**src/common/cicr_pkg.sv**
```systemverilog
// Package with register map, field positions and carrier types of the converter control registers.
package cicr_pkg;

   // ==========================================================================
   // Register offsets
   // ==========================================================================
   localparam logic [7:0] CICR_ADDR_IRQ_ENABLES = 8'h03;
   localparam logic [7:0] CICR_ADDR_IRQ_STATUS = 8'h04;
   localparam logic [7:0] CICR_ADDR_FULL_SCALE_LOW = 8'h06;
   localparam logic [7:0] CICR_ADDR_FULL_SCALE_HIGH_SLEEP = 8'h07;
   localparam logic [7:0] CICR_ADDR_OUTPUT_SWITCH_MODE = 8'h08;
   localparam logic [7:0] CICR_ADDR_CLOCK_PHASE_STATUS = 8'h0c;
   localparam logic [7:0] CICR_ADDR_SYNC_INPUT_PHASE_STATUS = 8'h0d;
   localparam logic [7:0] CICR_ADDR_RECEIVER_CONFIG = 8'h10;

   // ==========================================================================
   // Controllers and field positions
   // ==========================================================================
   // Controller index i owns status bit 2*i (locked) and 2*i+1 (lost).
   localparam int CICR_NUM_CTL = 3;
   localparam int CICR_CTL_RECEIVER = 0;
   localparam int CICR_CTL_PHASE_LOOP = 1;
   localparam int CICR_CTL_SYNC = 2;
   localparam int CICR_IRQ_W = 2 * CICR_NUM_CTL;

   localparam int CICR_FSC_W = 10;
   localparam int CICR_FSC_HIGH_W = 2;
   localparam int CICR_SLEEP_BIT = 7;
   localparam int CICR_MODE_W = 2;

   localparam int CICR_CLOCK_EARLY_BIT = 2;
   localparam int CICR_CLOCK_LATE_BIT = 0;
   localparam int CICR_SYNC_PH90_BIT = 5;
   localparam int CICR_SYNC_PH0_BIT = 4;

   localparam int CICR_SYNC_FLAG_CLEAR_BIT = 7;
   localparam int CICR_SYNC_AUTO_RETRACK_BIT = 6;
   localparam int CICR_SYNC_ROLE_BIT = 5;
   localparam int CICR_SYNC_ENABLE_BIT = 4;
   localparam int CICR_RCV_FLAG_CLEAR_BIT = 2;
   localparam int CICR_RCV_AUTO_RETRACK_BIT = 1;
   localparam int CICR_RCV_ENABLE_BIT = 0;

   // ==========================================================================
   // Reset values
   // ==========================================================================
   localparam logic [CICR_IRQ_W-1:0] CICR_RST_IRQ_ENABLES = 6'h00;
   localparam logic [7:0] CICR_RST_FULL_SCALE_LOW = 8'h00;
   localparam logic [CICR_FSC_HIGH_W-1:0] CICR_RST_FULL_SCALE_HIGH = 2'h2;
   localparam logic CICR_RST_SLEEP = 1'b0;
   localparam logic CICR_RST_AUTO_RETRACK = 1'b1;
   localparam logic CICR_RST_ROLE = 1'b0;
   localparam logic CICR_RST_CTL_ENABLE = 1'b0;

   // ==========================================================================
   // Types
   // ==========================================================================
   typedef enum logic [CICR_MODE_W-1:0] {
      CICR_MODE_BASEBAND = 2'h0,
      CICR_MODE_RETURN_TO_ZERO = 2'h1,
      CICR_MODE_MIX = 2'h2,
      CICR_MODE_RESERVED = 2'h3
   } cicr_mode_t;

   // Level status from the controllers and phase comparators.
   typedef struct packed {
      logic [CICR_NUM_CTL-1:0] locked;
      logic [CICR_NUM_CTL-1:0] lost;
      logic clock_early_vs_phase0;
      logic clock_late_vs_phase0;
      logic sync_in_vs_phase90;
      logic sync_in_vs_phase0;
   } cicr_status_t;

   // Configuration driven into the sync and receiver controllers.
   typedef struct packed {
      logic sync_controller_enable;
      logic sync_role_select;
      logic sync_auto_retrack;
      logic sync_flag_clear;
      logic receiver_controller_enable;
      logic receiver_auto_retrack;
      logic receiver_flag_clear;
   } cicr_ctl_cfg_t;

   localparam int CICR_STATUS_W = $bits(cicr_status_t);

endpackage

```
**src/design/cicr_regs.sv**
```systemverilog
// Control and status register bank for the converter's controllers, current setting and output mode.
//
// Operation
// - Six write-only enables; writing 0 disables and clears the matching status bit.
// - Lock status reads 1 while locked; lost status reads 1 once unlocked.
// - Three controllers, each lock and lost enable matching its status bit position.
// - Ten-bit full-scale code: low byte at one register, two high bits above.
// - Sleep bit 7 of the high full-scale register disables the converter output.
// - Two-bit output mode: baseband, return-to-zero or mix; resets to baseband.
// - Status bit 2 is 1 when data clock leads the early phase-0 copy.
// - Status bit 0 is 1 when data clock leads the late phase-0 copy.
// - Sync input timing: bit 5 versus phase 90, bit 4 versus phase 0.
// - Sync auto-retrack, reset 1: master losing lock interrupts and restarts search.
// - Bit 5 selects sync role: 0 slave, 1 master; resets to slave.
// - Bit 4 enables the sync controller; resets disabled.
// - Receiver auto-retrack, reset 1: losing lock interrupts and restarts search.
// - Bit 0 enables the data receiver controller; resets disabled.
`timescale 1ns/10ps
`default_nettype none

module cicr_regs
   import cicr_pkg::*;
#(
   parameter int ADDR_W = 8
)
(
   input wire logic sys_clk_i,
   input wire logic rst_b_i,
   input wire logic reg_wr_i,
   input wire logic reg_rd_i,
   input wire logic [ADDR_W-1:0] reg_addr_i,
   input wire logic [7:0] reg_wdata_i,
   output logic [7:0] reg_rdata_o,
   output logic reg_rvalid_o,
   input wire cicr_status_t status_i,
   output cicr_ctl_cfg_t ctl_cfg_o,
   output logic sync_restart_o,
   output logic receiver_restart_o,
   output logic [CICR_IRQ_W-1:0] irq_flags_o,
   output logic [CICR_FSC_W-1:0] full_scale_code_o,
   output logic sleep_o,
   output cicr_mode_t output_switch_mode_o
);

   // ==========================================================================
   // Elaboration checks
   // ==========================================================================
   if (ADDR_W < 8)
   begin : g_addr_check
      $error("cicr_regs: ADDR_W must be at least 8");
   end

   // ==========================================================================
   // Input synchronisers
   // ==========================================================================
   // Status comes from controllers and comparators on other clocks, so every
   // bit passes two flip-flops before any logic looks at it.
   cicr_status_t status_meta;
   cicr_status_t status_s;

   always_ff @(posedge sys_clk_i or negedge rst_b_i)
   begin
      if (!rst_b_i)
      begin
         status_meta <= '0;
         status_s <= '0;
      end
      else
      begin
         status_meta <= status_i;
         status_s <= status_meta;
      end
   end

   // ==========================================================================
   // Address decode
   // ==========================================================================
   wire logic [7:0] addr_lo = reg_addr_i[7:0];
   wire logic addr_hi_zero = (reg_addr_i == ADDR_W'(addr_lo));
   wire logic wr_enables = reg_wr_i && addr_hi_zero && (addr_lo == CICR_ADDR_IRQ_ENABLES);
   wire logic wr_fsc_low = reg_wr_i && addr_hi_zero && (addr_lo == CICR_ADDR_FULL_SCALE_LOW);
   wire logic wr_fsc_high = reg_wr_i && addr_hi_zero && (addr_lo == CICR_ADDR_FULL_SCALE_HIGH_SLEEP);
   wire logic wr_mode = reg_wr_i && addr_hi_zero && (addr_lo == CICR_ADDR_OUTPUT_SWITCH_MODE);
   wire logic wr_rcfg = reg_wr_i && addr_hi_zero && (addr_lo == CICR_ADDR_RECEIVER_CONFIG);

   // ==========================================================================
   // Writable registers
   // ==========================================================================
   logic [CICR_IRQ_W-1:0] irq_enable;
   logic [7:0] fsc_low;
   logic [CICR_FSC_HIGH_W-1:0] fsc_high;
   logic sleep;
   cicr_mode_t mode;
   cicr_ctl_cfg_t cfg;

   always_ff @(posedge sys_clk_i or negedge rst_b_i)
   begin
      if (!rst_b_i)
      begin
         irq_enable <= CICR_RST_IRQ_ENABLES;
         fsc_low <= CICR_RST_FULL_SCALE_LOW;
         fsc_high <= CICR_RST_FULL_SCALE_HIGH;
         sleep <= CICR_RST_SLEEP;
         mode <= CICR_MODE_BASEBAND;
      end
      else
      begin
         if (wr_enables)
            irq_enable <= reg_wdata_i[CICR_IRQ_W-1:0];
         if (wr_fsc_low)
            fsc_low <= reg_wdata_i;
         if (wr_fsc_high)
         begin
            fsc_high <= reg_wdata_i[CICR_FSC_HIGH_W-1:0];
            sleep <= reg_wdata_i[CICR_SLEEP_BIT];
         end
         if (wr_mode)
            mode <= cicr_mode_t'(reg_wdata_i[CICR_MODE_W-1:0]);
      end
   end

   always_ff @(posedge sys_clk_i or negedge rst_b_i)
   begin
      if (!rst_b_i)
      begin
         cfg.sync_flag_clear <= 1'b0;
         cfg.sync_auto_retrack <= CICR_RST_AUTO_RETRACK;
         cfg.sync_role_select <= CICR_RST_ROLE;
         cfg.sync_controller_enable <= CICR_RST_CTL_ENABLE;
         cfg.receiver_flag_clear <= 1'b0;
         cfg.receiver_auto_retrack <= CICR_RST_AUTO_RETRACK;
         cfg.receiver_controller_enable <= CICR_RST_CTL_ENABLE;
      end
      else if (wr_rcfg)
      begin
         cfg.sync_flag_clear <= reg_wdata_i[CICR_SYNC_FLAG_CLEAR_BIT];
         cfg.sync_auto_retrack <= reg_wdata_i[CICR_SYNC_AUTO_RETRACK_BIT];
         cfg.sync_role_select <= reg_wdata_i[CICR_SYNC_ROLE_BIT];
         cfg.sync_controller_enable <= reg_wdata_i[CICR_SYNC_ENABLE_BIT];
         cfg.receiver_flag_clear <= reg_wdata_i[CICR_RCV_FLAG_CLEAR_BIT];
         cfg.receiver_auto_retrack <= reg_wdata_i[CICR_RCV_AUTO_RETRACK_BIT];
         cfg.receiver_controller_enable <= reg_wdata_i[CICR_RCV_ENABLE_BIT];
      end
   end

   // ==========================================================================
   // Interrupt status flags
   // ==========================================================================
   // A controller with its enables at 0 or its flag clear set holds its flags at zero; the clear wins
   // over a simultaneous event so that software sees a clean re-arm.
   logic [CICR_IRQ_W-1:0] irq_flags;
   logic [CICR_IRQ_W-1:0] next_irq_flags;
   logic [CICR_NUM_CTL-1:0] ctl_flag_clear;
   logic [CICR_NUM_CTL-1:0] lost_event;

   assign ctl_flag_clear[CICR_CTL_RECEIVER] = cfg.receiver_flag_clear;
   assign ctl_flag_clear[CICR_CTL_PHASE_LOOP] = 1'b0;
   assign ctl_flag_clear[CICR_CTL_SYNC] = cfg.sync_flag_clear;

   for (genvar i = 0; i < CICR_NUM_CTL; i++)
   begin : g_ctl
      wire logic lock_en = irq_enable[2*i] && !ctl_flag_clear[i];
      wire logic lost_en = irq_enable[2*i+1] && !ctl_flag_clear[i];
      // Lock flag follows the lock level; lost flag is sticky once unlocked.
      assign next_irq_flags[2*i] = lock_en && status_s.locked[i];
      assign next_irq_flags[2*i+1] = lost_en && (status_s.lost[i] || irq_flags[2*i+1]);
      assign lost_event[i] = lost_en && status_s.lost[i] && !irq_flags[2*i+1];
   end

   always_ff @(posedge sys_clk_i or negedge rst_b_i)
   begin
      if (!rst_b_i)
         irq_flags <= '0;
      else
         irq_flags <= next_irq_flags;
   end

   // ==========================================================================
   // Automatic retrack requests
   // ==========================================================================
   // Sync retrack only applies to the master; a slave follows its master.
   wire logic next_sync_restart = lost_event[CICR_CTL_SYNC] && cfg.sync_auto_retrack
      && cfg.sync_role_select && cfg.sync_controller_enable;
   wire logic next_receiver_restart = lost_event[CICR_CTL_RECEIVER] && cfg.receiver_auto_retrack
      && cfg.receiver_controller_enable;

   always_ff @(posedge sys_clk_i or negedge rst_b_i)
   begin
      if (!rst_b_i)
      begin
         sync_restart_o <= 1'b0;
         receiver_restart_o <= 1'b0;
      end
      else
      begin
         sync_restart_o <= next_sync_restart;
         receiver_restart_o <= next_receiver_restart;
      end
   end

   // ==========================================================================
   // Read path
   // ==========================================================================
   // Write-only bits and unmapped addresses read as zero.
   logic [7:0] rd_value;

   always_comb
   begin
      rd_value = 8'h00;
      if (addr_hi_zero)
      begin
         case (addr_lo)
            CICR_ADDR_IRQ_STATUS:
               rd_value[CICR_IRQ_W-1:0] = irq_flags;
            CICR_ADDR_FULL_SCALE_LOW:
               rd_value = fsc_low;
            CICR_ADDR_FULL_SCALE_HIGH_SLEEP:
            begin
               rd_value[CICR_FSC_HIGH_W-1:0] = fsc_high;
               rd_value[CICR_SLEEP_BIT] = sleep;
            end
            CICR_ADDR_OUTPUT_SWITCH_MODE:
               rd_value[CICR_MODE_W-1:0] = mode;
            CICR_ADDR_CLOCK_PHASE_STATUS:
            begin
               rd_value[CICR_CLOCK_EARLY_BIT] = status_s.clock_early_vs_phase0;
               rd_value[CICR_CLOCK_LATE_BIT] = status_s.clock_late_vs_phase0;
            end
            CICR_ADDR_SYNC_INPUT_PHASE_STATUS:
            begin
               rd_value[CICR_SYNC_PH90_BIT] = status_s.sync_in_vs_phase90;
               rd_value[CICR_SYNC_PH0_BIT] = status_s.sync_in_vs_phase0;
            end
            CICR_ADDR_RECEIVER_CONFIG:
            begin
               rd_value[CICR_SYNC_AUTO_RETRACK_BIT] = cfg.sync_auto_retrack;
               rd_value[CICR_SYNC_ROLE_BIT] = cfg.sync_role_select;
               rd_value[CICR_SYNC_ENABLE_BIT] = cfg.sync_controller_enable;
               rd_value[CICR_RCV_AUTO_RETRACK_BIT] = cfg.receiver_auto_retrack;
               rd_value[CICR_RCV_ENABLE_BIT] = cfg.receiver_controller_enable;
            end
            default:
               rd_value = 8'h00;
         endcase
      end
   end

   always_ff @(posedge sys_clk_i or negedge rst_b_i)
   begin
      if (!rst_b_i)
      begin
         reg_rdata_o <= 8'h00;
         reg_rvalid_o <= 1'b0;
      end
      else
      begin
         reg_rvalid_o <= reg_rd_i;
         if (reg_rd_i)
            reg_rdata_o <= rd_value;
      end
   end

   // ==========================================================================
   // Outputs
   // ==========================================================================
   assign ctl_cfg_o = cfg;
   assign irq_flags_o = irq_flags;
   assign full_scale_code_o = {fsc_high, fsc_low};
   assign sleep_o = sleep;
   assign output_switch_mode_o = mode;

endmodule

`default_nettype wire

```
**config.mk**
```make
export PLATFORM = sky130hd
export DESIGN_NAME = cicr_regs
export DESIGN_NICKNAME = d
export VERILOG_FILES = /design/src/common/cicr_pkg.sv /design/src/design/cicr_regs.sv
export SDC_FILE = /design/constraint.sdc
export NUM_CORES = 1
export LEC_CHECK = 0
export BUFFER_PORTS_ARGS = -buffer_cell sky130_fd_sc_hd__buf_4
export CAP_MARGIN = 10
export CORE_ASPECT_RATIO = 0.5
export CORE_UTILIZATION = 41
export DETAILED_ROUTE_END_ITERATION = 6
export HOLD_SLACK_MARGIN = 0.1
export SETUP_SLACK_MARGIN = 0.3
export SYNTH_ARGS = -nofsm -noshare
export SYNTH_HDL_FRONTEND = slang
export SYNTH_SLANG_ARGS = --single-unit
```
**constraint.sdc**
```tcl
create_clock -name sys_clk_i -period 1.2 [get_ports sys_clk_i]
set_clock_uncertainty 0.05 [all_clocks]
set_input_delay 0.18 -clock sys_clk_i [delete_from_list [all_inputs] [get_ports sys_clk_i]]
set_output_delay 0.18 -clock sys_clk_i [all_outputs]
set_load 0.02 [all_outputs]
```
Yosys cells after proc, flatten, opt, wreduce, memory -nomap -nowiden
Cells that the tools add are included.
{"block": "op_classes", "n_reduce_logical": 31, "eq_ne": 8, "mux": 7}
{"op": "$eq 8x3->1 const B", "n": 3}
{"op": "$eq 8x4->1 const B", "n": 3}
{"op": "$logic_and 1x1->1", "n": 24}
{"op": "$eq 8x2->1 const B", "n": 1}
{"op": "$eq 8x5->1 const B", "n": 1}
{"op": "$pmux 2 s4", "n": 1}
{"op": "$pmux 1 s2", "n": 3}
{"op": "$pmux 1 s6", "n": 1}
{"op": "$pmux 1 s5", "n": 1}
{"op": "$logic_not 1->1", "n": 4}
{"op": "$logic_or 1x1->1", "n": 3}
{"op": "$pmux 1 s3", "n": 1}
{"block": "word_totals", "reg_bits": 63, "out_inout_bits": 37, "input_bits": 30}

Longest topological paths before layout
{"block": "depth", "depth_word": 7, "depth_mapped": 6}

Worst setup path before layout
No wires, ideal clock.
{"block": "synth_timing", "path_type": "input to register", "from": "input port reg_addr_i[4]", "to": "register fsc_low[0]", "arrival_ns": 1.502, "setup_ns": 0.125, "stages": 5, "slack_ns": -0.477, "t_required_ns": 1.025, "cell_sequence": "or4_4 -> nor2_2 -> and3b_1 -> buf_6 -> mux2_2"}
{"block": "synth_via", "elab_chain_len": 2}
{"item": "start: declaration", "line_no": "cicr_regs.sv:31", "rtl": "input wire logic [ADDR_W-1:0] reg_addr_i,"}
{"item": "$eq 8x3->1", "line_no": "cicr_regs.sv:81", "rtl": "wire logic wr_fsc_low = reg_wr_i && addr_hi_zero && (addr_lo == CICR_ADDR_FULL_SCALE_LOW);"}
{"item": "$logic_and 1x1->1", "line_no": "cicr_regs.sv:81"}
{"item": "end signal: assignment", "line_no": "cicr_regs.sv:111", "rtl": "fsc_low <= reg_wdata_i;"}
{"item": "end: declaration", "line_no": "cicr_regs.sv:90", "rtl": "logic [7:0] fsc_low;"}
No other way between the ends.
A chain may end at the register's enable or synchronous reset.

Final worst setup path
{"block": "layout_timing", "from": "input port reg_addr_i[4]", "to": "register fsc_low[2]"}
Same word-level chain as after synthesis.

==> impl_results.md <==
- Mapped cell area: 0.00249 mm^2
- Synth Area in XOR/XNOR: 0%
- Starting Density: 43.9%
- Initial antenna violation count: 0
- Required time worst endpoint: around 1.4 ns
- Min Tclk post-route: 1.45 ns
- Min Hold Slack: 0.0477 ns
- RSZ-0062 raised after global routing: yes
- Final core utilization: roughly four fifths
- Outcome: complete, but fails checks
- FILL cells: 343
- Ys async rst share: 100%
- Crit path capture type: flip-flop
- Clock transition at path regs: approximately 0.05 ns
- Slew headroom: 79.8%
- Fin. Hold Viols: 0
- Largest family of logic cells by synthesized area: multiplexers
- GRT Total Usage: 24.1%
- Worst Setup Path Type: in -> reg
- End of the critical path: fsc_low[2]
- Worst VDD drop: 0.866 mV
- Final nets: 363
- Mapped Nets: 220
- Largest net degree at the start of global routing: 27
- Worst-margin pin slew: 0.303 ns
- Yosys Warn Count: 0
- Cells after Synth: 190
- Gr ovfl total: 0
- Design area: 0.00448 mm^2
- Initial DRC count: between 100 and 150
- Compound-cell area share of the yosys netlist: 6.32%
- Yosys reg bits: 63
- Levels on crit path: 6
- Post-route DRC: 3
- Placed inst area: 0.00343 mm^2
- Share of cells above drive strength 1: 62.4%
- Reg2reg start: ctl_cfg_o[6]
- Buffer depth of the longest clock path: 2
- Crit-path slowest cell: or4_4
- Fmax: 0.690 GHz
- Post-Synth Simple-Gate Area: 13.4%
- CTS Buf Count: 9
- Die W: 112 um
- Hold Crit Start: reg_wdata_i[3]
- Htree depth: 3
- Total number of vias: 2,100
- Crit Path Max Fanout: 8
- Post-Synth Adder-Cell Area: 0%
- Setup WS post-layout: -0.250 ns
- Clk root buf: clkbuf_16
- GP Congestion: 0.822
- Seq/Total Area, Yosys: a little under two thirds
- IO Pins: 67
- Clock Latency Late Sink: 0.33 ns
- Reg2reg end: reg_rdata_o[4]
- Post-synth top area cell: dfrtp_1
- Vias in the first global route: 2,188
- Die Ht: 57.2 um
- Failing checks: design-rule violations, negative setup slack
- Post-synthesis mux area share: between 10% and 20%
- WP data arrival: 1.61 ns
- Max-cap viol count: 0
- Cell row count: 19
- Syn Area/Cell: 13.1 um^2
- Global-route wire length before repair: between 10 and 15 mm
- CP Launch Point: reg_addr_i[4]
- Ys flop type: dfrtp_1
- Pre-CTS setup slack: -0.634 ns
- Post-CTS Hold Fix Bufs: 12
- Synth cell count leaders: dfrtp_1, mux2_2, nand2_1, nor2_1, inv_1
- CTS tree: done
- Vias per cell: approximately 5
- TritonRoute pass-1 iters: 7
- Slew Viols, Final: 0
- Drt total wl: 7.16 mm
- Distinct cells, synth: 39
- Design Power: 5.55 mW
- Clock Sinks: 63
- Power Density: 1240 mW/mm^2
- Post-DP HPWL: 4.48 mm
- Crit path max-delay family: simple AND/OR/NAND/NOR gates
- IO buf count: 66
- Flop2flop setup slack: -0.05 ns
- R2R depth: 3
- Cells along the critical path: buf_6 > or4_4 > nor2_4 > and3b_2 > buf_12 > mux2_4
- EDFF count, synth: 0
- Yosys top cell area share: 60.2%
- LEAKAGE: about 2.1 nW
- Antenna-violating nets left: 0
- Most common cell in the netlist: dfrtp_1
- Antenna Cells: 0
- Final setup fails: 25
- Worst path buffer plus inverter count: 2
- Crit path largest cell delay: approximately 0.56 ns
- Area Overhead vs Synth: 79.6%
- WL per Instance: 17.4 um
- Core Region: 0.00568 mm^2
- Die ar.: 0.00642 mm^2
- CP startpoint kind: input port
- Hold WC Path Type: in -> reg
- Area contributors post-synth: dfrtp_1, mux2_2, dfstp_2, buf_6, nand2_1
- Period utilisation layout: 121%
==> per-layer routing <==
metal	vias up	GRT usage (%)	share of wire (%)
li1	961	-	-
met1	1069	31.1	43
met2	61	38.4	49
met3	9	8.29	7.1
met4	0	9.14	0.82
met5	-	0	0
==> worst min path at each step <==
| stage | end | slack (ns) | cells after the start |
|---|---|---|---|
| 2_1_floorplan | ctl_cfg_o[0] | -0.17 | 0 |
| 6_report | fsc_low[3] | 0.05 | 2 |
| 3_3_place_gp | status_meta[0] | 0.03 | 1 |
| 5_1_grt | ctl_cfg_o[4] | 0.04 | 2 |
| 3_5_place_dp | status_meta[1] | 0.04 | 1 |
| 4_1_cts | fsc_low[3] | 0.03 | 2 |
==> cell families (layout without fill, tap and decap cells) <==
family                 Yosys count  in the layout
buffers and inverters           15            163
AND/OR/NAND/NOR                 59             59
flip-flops                      63             63
multiplexers                    30             30
AO/OA/AOI/OAI                   23             23
==> registers in the layout (all words and copies together) (netlist names), 2 cells and up <==
signal and flops:
fsc_high 2, irq_enable 6, ctl_cfg_o 7, irq_flags_o 6, fsc_low 8, status_s 10
status_meta 10, output_switch_mode_o 2, reg_rdata_o 8
==> cell type report <==
| type | count | area [um^2] | area share [%] |
|---|---|---|---|
| inverter | 7 | 26.3 | 0.586 |
| multi-input combinational | 112 | 1120 | 25.0 |
| clock buffer | 10 | 239 | 5.33 |
| tap | 73 | 91.3 | 2.04 |
| sequential | 63 | 1580 | 35.3 |
| timing repair buffer | 140 | 1360 | 30.3 |
| clock inverter | 6 | 60.1 | 1.34 |
==> metrics by stage <==
step,setup TNS (ns),cells
final,-4.70,411
after global routing,-5.53,411
after CTS,-4.45,405
after detailed placement,-16.33,355
after global placement,-15.96,355
after floorplan,-10.11,190
==> what timing repair did <==
item | in CTS | in global routing
pin swaps | 11 | 21
endpoints found under the hold margin | 99 | 26
cloned | 0 | 0
resized for setup | 76 | 30
setup endpoints to repair | 72 | 76
setup buffers | 22 | 6
==> placed cells by master (no fill, tap or decap), types with 2 or more instances in the layout <==
master / synthesis / routed
clkinv_2: 0 / 3
nand2_1: 12 / 8
and3_4: 0 / 2
nor2_1: 12 / 9
a221oi_1: 2 / 2
nand3b_1: 2 / 2
nand3_2: 0 / 2
dfrtp_2: 0 / 3
buf_4: 0 / 65
nor2b_1: 3 / 3
buf_6: 4 / 57
nand2_2: 0 / 4
nor3_4: 1 / 3
nand2b_4: 0 / 2
mux2_4: 0 / 27
a21oi_2: 0 / 3
buf_8: 0 / 2
inv_1: 7 / 7
dlygate4sd3_1: 0 / 12
buf_12: 0 / 4
nand4_1: 2 / 2
dfrtp_1: 60 / 57
o21a_1: 2 / 2
nor2_4: 0 / 3
nand2b_1: 6 / 4
clkbuf_16: 0 / 9
a32oi_1: 4 / 4
dfstp_2: 3 / 3
o21ai_1: 0 / 3
clkinvlp_4: 0 / 2
mux2i_1: 2 / 2
nor4_4: 0 / 5
==> where the power goes <==
group	switching [mW]	total (mW)	internal [mW]
sequential	0.0611	2.28	2.22
combinational	0.306	0.700	0.394
clock	0.920	2.57	1.65
total	1.29	5.55	4.26
Note: power is estimated with default switching activity, not from simulation.
